$ cat src/wpt_pkg.sv
// Purpose: Shared constants and types for the transmitter phase controller.
// Assumes: 125 MHz clock; packets arrive already decoded with checksum result.
// Notes:   Periods and high times are counted in clock cycles.
package wpt_pkg;
  localparam int CLK_KHZ = 125000;
  localparam int F_PING_KHZ = 175;
  localparam int F_MIN_KHZ = 115;
  localparam int F_MAX_KHZ = 205;
  localparam int PW = 12;
  localparam int TMR_W = 27;
  // Highest frequency rounds the period up so 205 kHz is never exceeded
  localparam logic [PW-1:0] PER_PING = PW'(CLK_KHZ / F_PING_KHZ);
  localparam logic [PW-1:0] HI_PING = PW'(CLK_KHZ / F_PING_KHZ / 2);
  localparam logic [PW-1:0] PER_MIN = PW'((CLK_KHZ + F_MAX_KHZ - 1) / F_MAX_KHZ);
  localparam logic [PW-1:0] PER_MAX = PW'(CLK_KHZ / F_MIN_KHZ);
  localparam logic [PW-1:0] HI_MIN = 12'h010;
  localparam int SEL_PERIOD_MS = 500;
  localparam int SEL_PERIOD_CYC = SEL_PERIOD_MS * CLK_KHZ;
  localparam int BURST_US = 100;
  localparam int BURST_CYC = BURST_US * CLK_KHZ / 1000;
  localparam int PKT_TMO_MS = 20;
  localparam int PKT_TMO_CYC = PKT_TMO_MS * CLK_KHZ;
  localparam int REMOVE_MS = 5;
  localparam int REMOVE_CYC = REMOVE_MS * CLK_KHZ;
  localparam int ADJ_US = 100;
  localparam int ADJ_CYC = ADJ_US * CLK_KHZ / 1000;
  localparam int SEQ_US = 10;
  localparam int SEQ_CYC = SEQ_US * CLK_KHZ / 1000;
  localparam int DEAD_NS = 40;
  localparam int DEAD_CYC = (DEAD_NS * CLK_KHZ + 999999) / 1000000;
  localparam logic [7:0] HDR_SS = 8'h01;
  localparam logic [7:0] HDR_EPT = 8'h02;
  localparam logic [7:0] HDR_CE = 8'h03;
  localparam logic [7:0] HDR_RP = 8'h04;
  localparam logic [7:0] HDR_CS = 8'h05;
  localparam logic [7:0] HDR_HOLD = 8'h06;
  localparam logic [7:0] HDR_PROP_LO = 8'h18;
  localparam logic [7:0] HDR_PROP_HI = 8'hF2;
  localparam logic [7:0] HDR_CFG = 8'h51;
  localparam logic [7:0] HDR_ID = 8'h71;
  localparam logic [7:0] HDR_XID = 8'h81;
  localparam int EXT_BIT = 7;
  localparam logic [2:0] OPT_MAX = 3'h7;
  localparam logic [1:0] SEQ_DONE = 2'h3;

  typedef enum logic [2:0] {
    PH_OFF, PH_BURST, PH_LISTEN, PH_PING, PH_IDCFG, PH_XFER, PH_REMOVE
  } wpt_phase_e;

  typedef enum logic [1:0] {ST_ID, ST_XID, ST_OPT} wpt_idstep_e;

  typedef struct packed {
    logic       valid;
    logic       ok;
    logic [7:0] hdr;
    logic [7:0] msg;
  } wpt_pkt_s;
endpackage

$ cat src/wpt_inverter.sv
// Purpose: Half-bridge gate drive from a period and high-time count.
// Assumes: period_i above high_i plus two dead times.
// Notes:   Over-current cuts the upper switch until the cycle ends.
module wpt_inverter #(
  parameter int DEAD = wpt_pkg::DEAD_CYC
) (
  input  wire logic                 clk_i,     // Clock
  input  wire logic                 reset_i,   // Async reset, high
  input  wire logic                 run_i,     // Switching enable
  input  wire logic [wpt_pkg::PW-1:0] period_i, // Cycle length
  input  wire logic [wpt_pkg::PW-1:0] high_i,   // Upper on time
  input  wire logic                 ocp_i,     // Over-current flag
  output logic                      gate_hi_o, // Upper switch
  output logic                      gate_lo_o  // Lower switch
);
  typedef struct packed {
    logic [wpt_pkg::PW-1:0] cnt;
    logic                   cut;
    logic                   hi;
    logic                   lo;
  } wpt_inv_s;

  wpt_inv_s st_r, st_nxt;
  localparam logic [wpt_pkg::PW-1:0] DEAD_W = wpt_pkg::PW'(DEAD);

  generate
    if (DEAD < 1 || DEAD > 255) begin : g_chk
      $error("dead time out of range");
    end
  endgenerate

  always_comb begin
    st_nxt = st_r;
    if (!run_i) begin
      st_nxt = '0;
    end else begin
      if (st_r.cnt + 12'h001 >= period_i) begin
        st_nxt.cnt = '0;
        st_nxt.cut = 1'b0;
      end else begin
        st_nxt.cnt = st_r.cnt + 12'h001;
        // over-current cut
        if (ocp_i) begin
          st_nxt.cut = 1'b1;
        end
      end
      st_nxt.hi = (st_nxt.cnt >= DEAD_W) && (st_nxt.cnt < high_i) && !st_nxt.cut;
      // shoot-through guard
      st_nxt.lo = (st_nxt.cut || (st_nxt.cnt >= high_i + DEAD_W)) && !st_nxt.hi && !st_r.hi;
    end
  end

  always_ff @(posedge clk_i or posedge reset_i) begin
    if (reset_i) begin
      st_r <= '0;
    end else begin
      st_r <= st_nxt;
    end
  end

  assign gate_hi_o = st_r.hi;
  assign gate_lo_o = st_r.lo;
endmodule

$ cat src/wpt_phase_ctrl.sv
// Purpose: Phase sequencer and operating point control of a power transmitter.
// Assumes: Packets come decoded; analog flags are synchronous to clk_i.
// Notes:   Long counts are parameters so simulation can shorten them.
// Notes on behaviour
// Phases run selection, ping, identify/configure, transfer; termination returns to selection.
// Selection stays low power, bursts the coil twice a second, then listens.
// Ping drives the coil at 175 kHz, 50 percent duty.
// No signal strength packet in the ping window stops power and restarts.
// No header start bit during ping removes power after a delay.
// Signal strength enters identify/configure; any other ping packet terminates power.
// Receiver reports signal strength as eight bits scaled by 256.
// Identify/configure needs identification 0x71 and configuration 0x51 packets.
// Extended identification 0x81 is required only when the extension bit is one.
// Operating point stays 175 kHz, 50 percent through identify/configure.
// At most seven optional hold-off, proprietary or reserved packets are accepted.
// Control error packets steer switching frequency within 115 to 205 kHz.
// At the 205 kHz limit duty cycle varies as well.
// Over-current turns upper switch off, lower on, for the cycle's rest.
// Stop above 140 C, resume only below 110 C.
// Pulse-width signal becomes complementary gate drives with shoot-through guard.
// Two coil selects pick coils one and two; both high picks three.
// Reset holds state at defaults; release starts from the boot state.
// Enable input high means sleep; low means active.
// Lockout clear and enable low sequence reference, regulators, then driver.
// A packet is preamble, header, message, checksum in that order.
// Missing first or following control error packet removes power.
// A good packet out of sequence removes power.
// Phase timeouts and removal delay are configurable cycle counts.
module wpt_phase_ctrl #(
  parameter int SEL_PERIOD = wpt_pkg::SEL_PERIOD_CYC,
  parameter int BURST      = wpt_pkg::BURST_CYC,
  parameter int PKT_TMO    = wpt_pkg::PKT_TMO_CYC,
  parameter int REMOVE_DLY = wpt_pkg::REMOVE_CYC,
  parameter int ADJ_DLY    = wpt_pkg::ADJ_CYC
) (
  input  wire logic              clk_i,           // Clock, 125 MHz
  input  wire logic              reset_i,         // Async reset, high
  input  wire logic              enable_n_i,      // Enable, low active
  input  wire logic              input_undervoltage_lockout_ok_i,       // Input above rising threshold
  input  wire logic              temp_hot_i,      // Above 140 C
  input  wire logic              temp_cool_i,     // Below 110 C
  input  wire logic              overcurrent_limit_i, // Coil current over limit
  input  wire logic [2:0]        coil_detect_i,   // Selection response per coil
  input  wire logic              start_bit_i,     // Header start bit seen
  input  wire wpt_pkg::wpt_pkt_s pkt_i,           // Decoded packet
  output wpt_pkg::wpt_phase_e    phase_o,         // Current phase
  output logic                   sleep_o,         // Low-current sleep
  output logic                   ref_en_o,        // Reference enable
  output logic                   reg_en_o,        // Regulators enable
  output logic                   drv_en_o,        // Driver control enable
  output logic                   coil_select_a_o, // Coil select A
  output logic                   coil_select_b_o, // Coil select B
  output logic                   gate_hi_o,       // Upper switch gate
  output logic                   gate_lo_o        // Lower switch gate
);
  typedef struct packed {
    wpt_pkg::wpt_phase_e  ph;
    wpt_pkg::wpt_idstep_e step;
    logic [wpt_pkg::TMR_W-1:0] tmr;
    logic [15:0]               adj;
    logic                      pend;
    logic [7:0]                err;
    logic [wpt_pkg::PW-1:0]    per;
    logic [wpt_pkg::PW-1:0]    hi;
    logic [2:0]                nopt;
    logic [2:0]                pwr;
    logic [1:0]                coil;
    logic [1:0]                seq;
    logic [15:0]               seq_cnt;
    logic                      hot;
    logic                      sleep;
    logic                      run;
    logic                      sel_a;
    logic                      sel_b;
  } wpt_ctl_s;

  wpt_ctl_s st_r, st_nxt;
  localparam logic [26:0] T_LISTEN = 27'(SEL_PERIOD - BURST);
  localparam logic [26:0] T_BURST  = 27'(BURST);
  localparam logic [26:0] T_PKT    = 27'(PKT_TMO);
  localparam logic [26:0] T_REMOVE = 27'(REMOVE_DLY);
  localparam logic [15:0] T_ADJ    = 16'(ADJ_DLY);
  localparam logic [15:0] T_SEQ    = 16'(wpt_pkg::SEQ_CYC);
  // counts are parameters
  generate
    if (SEL_PERIOD <= BURST || SEL_PERIOD >= 2**27 || PKT_TMO < 1 || PKT_TMO >= 2**27 ||
        REMOVE_DLY < 1 || REMOVE_DLY >= 2**27 || ADJ_DLY < 1 || ADJ_DLY >= 2**16 ||
        BURST < 1) begin : g_chk
      $error("timing parameter out of range");
    end
  endgenerate

  // Hold-off, proprietary and reserved headers all count as optional
  function automatic logic is_optional(input logic [7:0] h);
    is_optional = !(h == wpt_pkg::HDR_SS || h == wpt_pkg::HDR_EPT ||
                    h == wpt_pkg::HDR_CE || h == wpt_pkg::HDR_RP ||
                    h == wpt_pkg::HDR_CS || h == wpt_pkg::HDR_CFG ||
                    h == wpt_pkg::HDR_ID || h == wpt_pkg::HDR_XID);
  endfunction

  function automatic logic [1:0] coil_pins(input logic [1:0] c);
    case (c)
      2'h0:    coil_pins = 2'h1;
      2'h1:    coil_pins = 2'h2;
      default: coil_pins = 2'h3;
    endcase
  endfunction

  logic good;
  logic [13:0] per_try;
  logic [13:0] hi_try;
  // only checksum-good packets count
  assign good = pkt_i.valid && pkt_i.ok;
  assign per_try = {2'h0, st_r.per} + {{6{st_r.err[7]}}, st_r.err};
  assign hi_try = {2'h0, st_r.hi} + {{6{st_r.err[7]}}, st_r.err};

  always_comb begin
    st_nxt = st_r;
    st_nxt.run = 1'b0;
    if (st_r.tmr != '0) begin
      st_nxt.tmr = st_r.tmr - 27'h1;
    end
    // thermal hysteresis, set wins
    if (temp_hot_i) begin
      st_nxt.hot = 1'b1;
    end else if (temp_cool_i) begin
      st_nxt.hot = 1'b0;
    end
    // sleep, R20 lockout
    if (enable_n_i || !input_undervoltage_lockout_ok_i || st_r.hot) begin
      st_nxt.ph = wpt_pkg::PH_OFF;
      st_nxt.sleep = enable_n_i;
      st_nxt.seq = '0;
      st_nxt.seq_cnt = '0;
      st_nxt.pend = 1'b0;
    end else begin
      st_nxt.sleep = 1'b0;
      case (st_r.ph)
        wpt_pkg::PH_OFF: begin
          // power-up sequencing
          if (st_r.seq == wpt_pkg::SEQ_DONE) begin
            st_nxt.ph = wpt_pkg::PH_BURST;
            st_nxt.tmr = T_BURST;
          end else if (st_r.seq_cnt >= T_SEQ) begin
            st_nxt.seq = st_r.seq + 2'h1;
            st_nxt.seq_cnt = '0;
          end else begin
            st_nxt.seq_cnt = st_r.seq_cnt + 16'h1;
          end
        end
        wpt_pkg::PH_BURST: begin
          // short burst on the current coil
          st_nxt.run = 1'b1;
          if (st_r.tmr == '0) begin
            st_nxt.ph = wpt_pkg::PH_LISTEN;
            st_nxt.tmr = T_LISTEN;
          end
        end
        wpt_pkg::PH_LISTEN: begin
          // listen, then next coil
          if (coil_detect_i[st_r.coil]) begin
            st_nxt.ph = wpt_pkg::PH_PING;
            st_nxt.tmr = T_PKT;
          end else if (st_r.tmr == '0) begin
            st_nxt.ph = wpt_pkg::PH_BURST;
            st_nxt.tmr = T_BURST;
            st_nxt.coil = (st_r.coil == 2'h2) ? 2'h0 : st_r.coil + 2'h1;
          end
        end
        wpt_pkg::PH_PING: begin
          st_nxt.run = 1'b1;
          if (good) begin
            // signal strength or terminate
            if (pkt_i.hdr == wpt_pkg::HDR_SS) begin
              st_nxt.ph = wpt_pkg::PH_IDCFG;
              st_nxt.step = wpt_pkg::ST_ID;
              st_nxt.nopt = '0;
              st_nxt.tmr = T_PKT;
            end else begin
              st_nxt.ph = wpt_pkg::PH_REMOVE;
              st_nxt.tmr = T_REMOVE;
            end
          end else if (start_bit_i) begin
            st_nxt.tmr = T_PKT;
          end else if (st_r.tmr == '0) begin
            // window missed
            st_nxt.ph = wpt_pkg::PH_REMOVE;
            st_nxt.tmr = T_REMOVE;
          end
        end
        wpt_pkg::PH_IDCFG: begin
          st_nxt.run = 1'b1;
          if (good) begin
            st_nxt.tmr = T_PKT;
            st_nxt.ph = wpt_pkg::PH_REMOVE;
            case (st_r.step)
              wpt_pkg::ST_ID: begin
                // identification first
                if (pkt_i.hdr == wpt_pkg::HDR_ID) begin
                  st_nxt.ph = wpt_pkg::PH_IDCFG;
                  st_nxt.step = pkt_i.msg[wpt_pkg::EXT_BIT] ? wpt_pkg::ST_XID
                                                            : wpt_pkg::ST_OPT;
                end
              end
              wpt_pkg::ST_XID: begin
                if (pkt_i.hdr == wpt_pkg::HDR_XID) begin
                  st_nxt.ph = wpt_pkg::PH_IDCFG;
                  st_nxt.step = wpt_pkg::ST_OPT;
                end
              end
              default: begin
                // up to seven optional packets
                if (pkt_i.hdr == wpt_pkg::HDR_CFG) begin
                  st_nxt.ph = wpt_pkg::PH_XFER;
                  st_nxt.pend = 1'b0;
                end else if (is_optional(pkt_i.hdr) && st_r.nopt != wpt_pkg::OPT_MAX) begin
                  st_nxt.ph = wpt_pkg::PH_IDCFG;
                  st_nxt.nopt = st_r.nopt + 3'h1;
                end
              end
            endcase
            // out of sequence
            if (st_nxt.ph == wpt_pkg::PH_REMOVE) begin
              st_nxt.tmr = T_REMOVE;
            end
          end else if (st_r.tmr == '0) begin
            st_nxt.ph = wpt_pkg::PH_REMOVE;
            st_nxt.tmr = T_REMOVE;
          end
        end
        wpt_pkg::PH_XFER: begin
          st_nxt.run = 1'b1;
          if (st_r.pend) begin
            if (st_r.adj == '0) begin
              st_nxt.pend = 1'b0;
              // adjust frequency, duty at the limit
              if (st_r.err[7] && st_r.per == wpt_pkg::PER_MIN) begin
                st_nxt.hi = (hi_try[13] || hi_try < {2'h0, wpt_pkg::HI_MIN}) ?
                            wpt_pkg::HI_MIN : hi_try[11:0];
              end else if (!st_r.err[7] && st_r.hi < (st_r.per >> 1)) begin
                st_nxt.hi = (hi_try > {3'h0, st_r.per[11:1]}) ? (st_r.per >> 1)
                                                              : hi_try[11:0];
              end else begin
                if (per_try[13] || per_try < {2'h0, wpt_pkg::PER_MIN}) begin
                  st_nxt.per = wpt_pkg::PER_MIN;
                end else if (per_try > {2'h0, wpt_pkg::PER_MAX}) begin
                  st_nxt.per = wpt_pkg::PER_MAX;
                end else begin
                  st_nxt.per = per_try[11:0];
                end
                st_nxt.hi = st_nxt.per >> 1;
              end
            end else begin
              st_nxt.adj = st_r.adj - 16'h1;
            end
          end
          if (good) begin
            if (pkt_i.hdr == wpt_pkg::HDR_CE) begin
              // each control error rearms the watchdog
              st_nxt.tmr = T_PKT;
              st_nxt.err = pkt_i.msg;
              st_nxt.pend = 1'b1;
              st_nxt.adj = T_ADJ;
            end else if (!(pkt_i.hdr == wpt_pkg::HDR_RP || pkt_i.hdr == wpt_pkg::HDR_CS ||
                           is_optional(pkt_i.hdr))) begin
              // end power or stray packet
              st_nxt.ph = wpt_pkg::PH_REMOVE;
              st_nxt.tmr = T_REMOVE;
            end
          end else if (st_r.tmr == '0) begin
            // control error missing
            st_nxt.ph = wpt_pkg::PH_REMOVE;
            st_nxt.tmr = T_REMOVE;
          end
        end
        wpt_pkg::PH_REMOVE: begin
          // back to selection after the removal delay
          st_nxt.run = st_r.tmr != '0;
          if (st_r.tmr == '0) begin
            st_nxt.ph = wpt_pkg::PH_BURST;
            st_nxt.tmr = T_BURST;
          end
        end
        default: begin
          st_nxt.ph = wpt_pkg::PH_OFF;
        end
      endcase
    end
    // fixed point outside power transfer
    if (st_nxt.ph != wpt_pkg::PH_XFER) begin
      st_nxt.per = wpt_pkg::PER_PING;
      st_nxt.hi = wpt_pkg::HI_PING;
    end
    // coil select pins
    {st_nxt.sel_b, st_nxt.sel_a} = coil_pins(st_nxt.coil);
    st_nxt.pwr[2] = st_nxt.ph != wpt_pkg::PH_OFF || st_nxt.seq != 2'h0 || st_nxt.seq_cnt != '0;
    st_nxt.pwr[1] = st_nxt.ph != wpt_pkg::PH_OFF || st_nxt.seq >= 2'h1;
    st_nxt.pwr[0] = st_nxt.ph != wpt_pkg::PH_OFF || st_nxt.seq >= 2'h2;
  end

  // defaults under reset
  always_ff @(posedge clk_i or posedge reset_i) begin
    if (reset_i) begin
      st_r <= '{ph: wpt_pkg::PH_OFF, step: wpt_pkg::ST_ID, per: wpt_pkg::PER_PING,
                hi: wpt_pkg::HI_PING, sel_a: 1'b1, default: '0};
    end else begin
      st_r <= st_nxt;
    end
  end

  wpt_inverter u_inv (
    .clk_i     (clk_i),
    .reset_i   (reset_i),
    .run_i     (st_r.run),
    .period_i  (st_r.per),
    .high_i    (st_r.hi),
    .ocp_i     (overcurrent_limit_i),
    .gate_hi_o (gate_hi_o),
    .gate_lo_o (gate_lo_o)
  );

  assign phase_o = st_r.ph;
  assign sleep_o = st_r.sleep;
  assign ref_en_o = st_r.pwr[2];
  assign reg_en_o = st_r.pwr[1];
  assign drv_en_o = st_r.pwr[0];
  assign coil_select_a_o = st_r.sel_a;
  assign coil_select_b_o = st_r.sel_b;
endmodule

$ cat config.mk
export PLATFORM = sky130hd
export DESIGN_NAME = wpt_phase_ctrl
export DESIGN_NICKNAME = d
export VERILOG_FILES = /design/src/wpt_pkg.sv /design/src/wpt_inverter.sv /design/src/wpt_phase_ctrl.sv
export SDC_FILE = /design/constraint.sdc
export NUM_CORES = 1
export LEC_CHECK = 0
export BUFFER_PORTS_ARGS = -buffer_cell sky130_fd_sc_hd__buf_2
export CAP_MARGIN = 5
export CORE_MARGIN = 5
export CORE_UTILIZATION = 67
export DETAILED_ROUTE_END_ITERATION = 7
export PLACE_DENSITY_LB_ADDON = 0.1
export RECOVER_POWER = 25
export SLEW_MARGIN = 20
export SYNTH_ARGS = -nofsm -noshare
export SYNTH_HDL_FRONTEND = slang
export SYNTH_SLANG_ARGS = --single-unit
$ cat constraint.sdc
create_clock -name clk_i -period 8.7 [get_ports clk_i]
set_input_delay 0.87 -clock clk_i [delete_from_list [all_inputs] [get_ports clk_i]]
set_output_delay 0.87 -clock clk_i [all_outputs]
set_load 0.02 [all_outputs]
==> metrics.yaml, run 1 <==
grt:
  grt-ovfl-total: 0
  grt_usage_pct: 31.6
  grt_pass1_vias: 9357
  grt_max_degree: 81
  grt_first_pass_wirelength_um: 47100
  antenna_found_initial: 0
power:
  power_density_mw_per_mm2: 121
  swShare_pct: 24.3
  total_power_mw: 1.39
  p_leak_nw: 5.11
  p_int_mw: 1.05
  peakVddDrop_mv: 0.135
  combinationalPowerShare_pct: 4.7
  power.switching_mw: 0.338
  power_frac_seq_pct: 44.3
  p_clk_share_pct: 51.0
floorplanning:
  die_h_um: 136
  fp.coreArea_sq_mm: 0.0157
  dieArea_sq_mm: 0.0185
  rows: 46
  io_pins: 40
  initial_core_util_pct: 67.7
  fp.dieW_um: 136
layout:
  final_layout_size_suffix_gt1_share_pct: 9.64
  final_core_util_pct: 73.2
  final_area_sq_mm: 0.0115
  nets: 1427
  n_fill_cell: 1287
  area_delta_synth_final_pct: 8.16
  antennaDiodeCount: 0
clock_tree:
  cts_hold_buffers: 0
  cts_resized: 0
  cts.clk_slew.worst_paths_ns: 0.06
  root_buffer: "clkbuf_16"
  insertion_delay_ns: 0.42
  cts_setup_buffers: 0
  clock-sinks: 127
  cts_made_buffers: 17
  h-tree-depth: 4
  cts_max_path_buffers: 2
  cts_tree: "done"
sta:
  rsz0062_at_grt: "no"
  hold_viol_final: 0
  max_slew.worst_pin.slew_ns: 4.28
  fmax_ghz: 0.172
  fin_crit_ns: 5.81
  skew_ns: 0.00817
  finalSetupViolCount: 0
  setup_tns_ns: 0
  maxSlewHeadroom_pct: -185
  drv_slew: 130
  period_share_pct: 66.8
routing:
  drc_errors: 0
  drt-initial-drc-count: 992
  wl_per_cell_um: 18.6
  firstDrtPassIters: 8
  via_count: 10000
  postRouteAntennaNets: 0
  via_per_inst: 6.53
  wl_um: 28500
synthesis:
  synth_area_sq_mm: 0.0106
  synth-seq-cells: 127
  synth_top_area_share_pct: 27.3
  synth_area_leaders: "dfrtp_1 (27%), ha_1 (11%), nor2_1 (4.6%), nand2_1 (4.3%), a21oi_1 (3.7%)"
  synth_most_common_cell: "nor2_1"
  ys.flop_type: "dfrtp_1"
  ys_types: 93
  synth_top_cell_by_area: "dfrtp_1"
  synth_edf_count: 0
  seq_area_frac_synth_pct: 30.0
  synthesis.nets: 1407
  synth_commonest_cells: "nor2_1 (130), nand2_1 (121), dfrtp_1 (116), ha_1 (92), a21oi_1 (79)"
  synth_warnings: 0
  async_flop_share_pct: 100
  syn_inst: 1284
  syn_area_per_cell_sq_um: 8.28
critical_path:
  cp.required_ns: 8.22
  r2r_start: "u_inv.st_r[5]$_DFF_PP0_"
  startpoint_type: "input port"
  worstPathMaxFanout: 80
  cp-end-kind: "asynchronous set/reset pin"
  setup.worst_path.start: "reset_i"
  path_class: "input port to asynchronous set/reset pin"
  arrival_ns: 5.33
placed_design:
  gp_congestion: 1.02
  dp_hpwl_um: 21200
  dpl-instance-area_sq_mm: 0.0109
  port_buffers: 39
outcome:
  outcome: "finished with violations"
  violations: "max-capacitance violations, max-slew violations"
hold_path:
  hold_path.class: "register to register"
  hp-start: "st_r[28]$_DFFE_PP0P_"
flow_run:
  max_cap_violations: 2
==> cells in the final DEF, fill, tap and decap left out, types with 13 or more instances in the layout <==
cell type / Yosys / routed
a211oi_1: 21 / 21
a21o_1: 16 / 16
a21oi_1: 79 / 79
a31oi_1: 14 / 14
and3_1: 18 / 18
buf_2: 4 / 31
clkbuf_16: 0 / 17
dfrtp_1: 116 / 116
ha_1: 92 / 92
inv_1: 61 / 60
nand2_1: 121 / 121
nand2b_1: 14 / 14
nand3_1: 52 / 52
nand4_1: 23 / 23
nor2_1: 130 / 130
nor2b_1: 14 / 14
nor3_1: 51 / 51
nor4_1: 14 / 13
o21ai_0: 78 / 78
o31ai_1: 14 / 14
xnor2_1: 42 / 42
xor2_1: 33 / 33
==> worst max-delay path: stages <==
cell and delay, ns:
buf_2 0.10, clkinvlp_2 1.21, clkbuf_1 3.08
==> flip-flops by register name, indices dropped and copies added (netlist names) <==
name and count:
u_inv.gate_hi_o 1, sleep_o 1, st_r 103, ref_en_o 1, u_inv.st_r 13, coil_select_b_o 1
drv_en_o 1, reg_en_o 1, phase_o 3, u_inv.gate_lo_o 1, coil_select_a_o 1
==> layer usage <==
layer,vias up,track usage [%],routed length (um)
met3,93,6.03,1920
li1,4797,-,-
met5,-,0,0
met1,4723,41.9,12100
met4,0,14.2,1110
met2,404,50.6,13400
==> cell type report <==
cell class / count / area, sq um / area share (%)
clock buffers: 17 / 425 / 3.70
clock inverters: 15 / 159 / 1.38
inverters: 61 / 230 / 2.00
multi-input cells: 1051 / 6990 / 60.8
flip-flops and latches: 127 / 3190 / 27.7
well taps: 216 / 270 / 2.35
repair buffers: 46 / 234 / 2.03
==> per-stage QoR <==
stage | worst slack, ns | cells | hold WS [ns]
2_1_floorplan | 4.18 | 1284 | 0.457
3_3_place_gp | 3.87 | 1501 | 0.466
3_5_place_dp | 3.63 | 1501 | 0.505
4_1_cts | 3.58 | 1533 | 0.520
5_1_grt | 1.72 | 1533 | 0.541
6_report | 2.89 | 1533 | 0.507
==> power by group through the flow <==
stage,clock network [mW],logic [mW],registers (mW)
after floorplan,0,0.0462,0.624
after global placement,0,0.0645,0.625
after detailed placement,0,0.0659,0.626
after CTS,0.717,0.0667,0.616
after global routing,0.742,0.0744,0.618
final,0.710,0.0656,0.616
==> cell families (layout without fill, tap and decap cells) <==
family / Yosys count / count (layout) / synth area share [%]
adders and majority gates: 95 / 95 / 11.3
muxes: 11 / 11 / 1.08
xor gates and xnor gates: 75 / 75 / 6.18
DFF: 127 / 127 / 30.0
AOI/OAI and AO/OA: 339 / 339 / 21.4
buffers and inverters: 106 / 139 / 4.34
and+or+nand+nor: 531 / 531 / 25.7
==> final timing paths <==
path | endpoint | slack [ns] | depth (start not counted)
worst max-delay path | st_r[38]$_DFFE_PP0P_ | 2.89 | 3
worst min-delay path | st_r[28]$_DFFE_PP0P_ | 0.51 | 1
worst max register to register | u_inv.gate_lo_o$_DFF_PP0_ | 3.57 | 22
worst min register to register | st_r[28]$_DFFE_PP0P_ | 0.51 | 1
max in group clk_i | u_inv.gate_lo_o$_DFF_PP0_ | 3.57 | 22
min in group asynchronous | st_r[81]$_DFF_PP0_ | 1.01 | 2
Note: power is estimated with default switching activity, not from simulation.
==> run 2, diff against run 1 <==
CORE_UTILIZATION = 64   (was 67)
clock period = 5.44 ns   (was 8.7 ns; I/O delays follow)
==> metrics.yaml, run 2 (synthesis gave the netlist of run 1 again) <==
outcome:
  outcome: "finished with violations"
  violations: "max-capacitance violations, max-slew violations"
layout:
  n_fill_cell: 1406  # +9.2%
  final_layout_size_suffix_gt1_share_pct: 10.2  # +0.53 points
  nets: 1427  # unchanged
  area_delta_synth_final_pct: 8.46
  largest_reg_flops: 103  # unchanged
  final_common_cell: "nor2_1"
  antennaDiodeCount: 0  # unchanged
  largest-register: "st_r"
  final_cell_mix: "nor2_1 (130), nand2_1 (121), dfrtp_1 (116)"
  seqCellArea_sq_mm: 0.00319  # unchanged
  multi_input_area_sq_mm: 0.00699  # about the same
  final_area_sq_mm: 0.0115  # +0.27%
critical_path:
  cp.required_ns: 5.75  # -2.47 ns
  setup.worst_path.start: "u_inv.st_r[5]$_DFF_PP0_"
  startpoint_type: "register"
  arrival_ns: 5.22  # -0.11 ns
  worstPathMaxFanout: 9  # -89%
  r2r-end: "u_inv.gate_lo_o$_DFF_PP0_"
  cp-end-kind: "register"
  reg2reg_slack_ns: 0.53  # -3.04 ns
  r2r_cells: 20  # -9.1%
  r2r_start: "u_inv.st_r[5]$_DFF_PP0_"
  path_class: "register to register"
grt:
  grt_max_degree: 95  # +17%
  grt-ovfl-total: 0  # unchanged
  grt_first_pass_wirelength_um: 47800  # +1.4%
  antenna_found_initial: 0  # unchanged
  grt_usage_pct: 29.8  # -1.9 points
  grt_pass1_vias: 9755  # +4.3%
routing:
  wl_um: 28900  # +1.4%
  firstDrtPassIters: 6  # -2
  drc_errors: 0  # unchanged
  wl_per_cell_um: 18.8  # +1.2%
  drt-initial-drc-count: 1079  # +8.8%
  via_count: 10200  # +1.6%
  via_per_inst: 6.62  # +1.3%
  postRouteAntennaNets: 0  # unchanged
clock_tree:
  root_buffer: "clkbuf_16"
  cts_hold_buffers: 0  # unchanged
  cts_made_buffers: 17  # unchanged
  insertion_delay_ns: 0.42  # about the same
  cts_tree: "done"
  cts_max_path_buffers: 2  # unchanged
  cts_setup_buffers: 0  # unchanged
  cts_resized: 0  # unchanged
  h-tree-depth: 4  # unchanged
  cts.clk_slew.worst_paths_ns: 0.06  # about the same
  clock-sinks: 127  # unchanged
floorplanning:
  fp.coreArea_sq_mm: 0.0165  # +4.8%
  io_pins: 40  # unchanged
  rows: 47  # +2.2%
  initial_core_util_pct: 64.6  # -3.1 points
  die_h_um: 139  # +2.1%
  fp.dieW_um: 139  # +2.1%
  dieArea_sq_mm: 0.0193  # +4.3%
sta:
  fin_ws_ns: 0.528  # -2.36 ns
  finalSetupViolCount: 0  # unchanged
  hold_viol_final: 0  # unchanged
  skew_ns: 0.00882  # +0.000655 ns
  max_slew.worst_pin.slew_ns: 3.58  # -0.702 ns
  period_share_pct: 90.3
  maxSlewHeadroom_pct: -139  # +47 points
  setup_tns_ns: 0  # unchanged
  fin_crit_ns: 4.91
  rsz0062_at_grt: "no"
  drv_slew: 95  # -27%
  fmax_ghz: 0.204
  whs_ns: 0.305  # -0.202 ns
flow_run:
  max_cap_violations: 1  # -1
hold_path:
  hold_depth: 3  # +2
  hold_path.class: "input port to register"
  hp-start: "pkt_i[6]"
  holdPathEnd: "st_r[61]$_DFFE_PP0P_"
power:
  peakVddDrop_mv: 0.213  # +57%
  power.switching_mw: 0.571  # +69%
  combinationalPowerShare_pct: 4.7  # about the same
  swShare_pct: 25.2  # +0.87 points
  power_frac_seq_pct: 43.5  # -0.8 points
  p_clk_share_pct: 51.8  # +0.8 points
  power_density_mw_per_mm2: 197  # +63%
  p_int_mw: 1.70  # +61%
  p_leak_nw: 5.15  # +0.97%
placed_design:
  dp_hpwl_um: 21700  # +2.1%
  port_buffers: 39  # unchanged
  gp_congestion: 1.02  # +0.48%
  dpl-instance-area_sq_mm: 0.0109  # about the same
  pre_cts_ws_ns: 0.493  # -3.14 ns
## run 2: cell count changes in the layout (fill, tap and decap cells not counted), sizes merged
cell	before	now
buf	37	45
clkbuf	26	18
inv	64	68
clkinv	6	4
clkinvlp	4	2
## run 2: final cells by class
cell class,count,share of cell area [%]
clock buffer,17,3.69
clock inverter,15,1.52
inverter,61,1.98
multi-input combinational,1051,60.6
sequential,127,27.7
tap,220,2.39
timing repair buffer,46,2.14
## run 2: critical path, stage by stage (launching register included)
cell and delay, ns:
dfrtp_1 0.41, and3_1 0.19, and3_1 0.23, xnor2_1 0.26, inv_1 0.10, ha_1 0.30
a21o_1 0.18, a21o_1 0.17, a211oi_1 0.22, o21ai_0 0.16, a2111oi_0 0.49, nor3_2 0.19
nor2_1 0.19, ha_1 0.27, a21o_1 0.19, a221o_1 0.33, a211oi_1 0.33, nand2_1 0.08
o21ai_0 0.16, o31ai_1 0.09, o2111a_1 0.25
## run 2: power groups by stage
| stage | Clock (mW) | Sequential [mW] | Combinational (mW) |
|---|---|---|---|
| 6_report | 1.18 | 0.986 | 0.107 |
| 3_5_place_dp | 0 | 1.00 | 0.106 |
| 4_1_cts | 1.18 | 0.985 | 0.107 |
| 5_1_grt | 1.23 | 0.989 | 0.120 |
| 3_3_place_gp | 0 | 1.00 | 0.104 |
| 2_1_floorplan | 0 | 0.998 | 0.0739 |
## run 2: how the worst max path moves through the flow
stage,to,slack [ns],depth (start not counted)
floorplan,u_inv.gate_lo_o$_DFF_PP0_,0.92,22
global placement,u_inv.gate_lo_o$_DFF_PP0_,0.63,20
detailed placement,u_inv.gate_lo_o$_DFF_PP0_,0.49,20
CTS,u_inv.gate_lo_o$_DFF_PP0_,0.44,20
global route,u_inv.gate_lo_o$_DFF_PP0_,0.15,19
finish,u_inv.gate_lo_o$_DFF_PP0_,0.53,20
## run 2: metal layers
layer	routed length, um	track usage (%)	vias up	share of wire [%]
met3	2170	5.86	113	7.5
li1	-	-	4802	-
met5	0	0.251	-	0
met1	12000	39.2	4769	41
met2	13500	48.1	491	47
met4	1300	12.4	0	4.5
## run 2: stage by stage
step | total power [mW] | utilization [%] | cells
finish | 2.27 | 70.1 | 1537
global route | 2.34 | 70.1 | 1537
detailed placement | 1.11 | 66.4 | 1505
floorplan | 1.07 | - | 1284
global placement | 1.10 | 66.4 | 1505
CTS | 2.28 | 70.1 | 1537
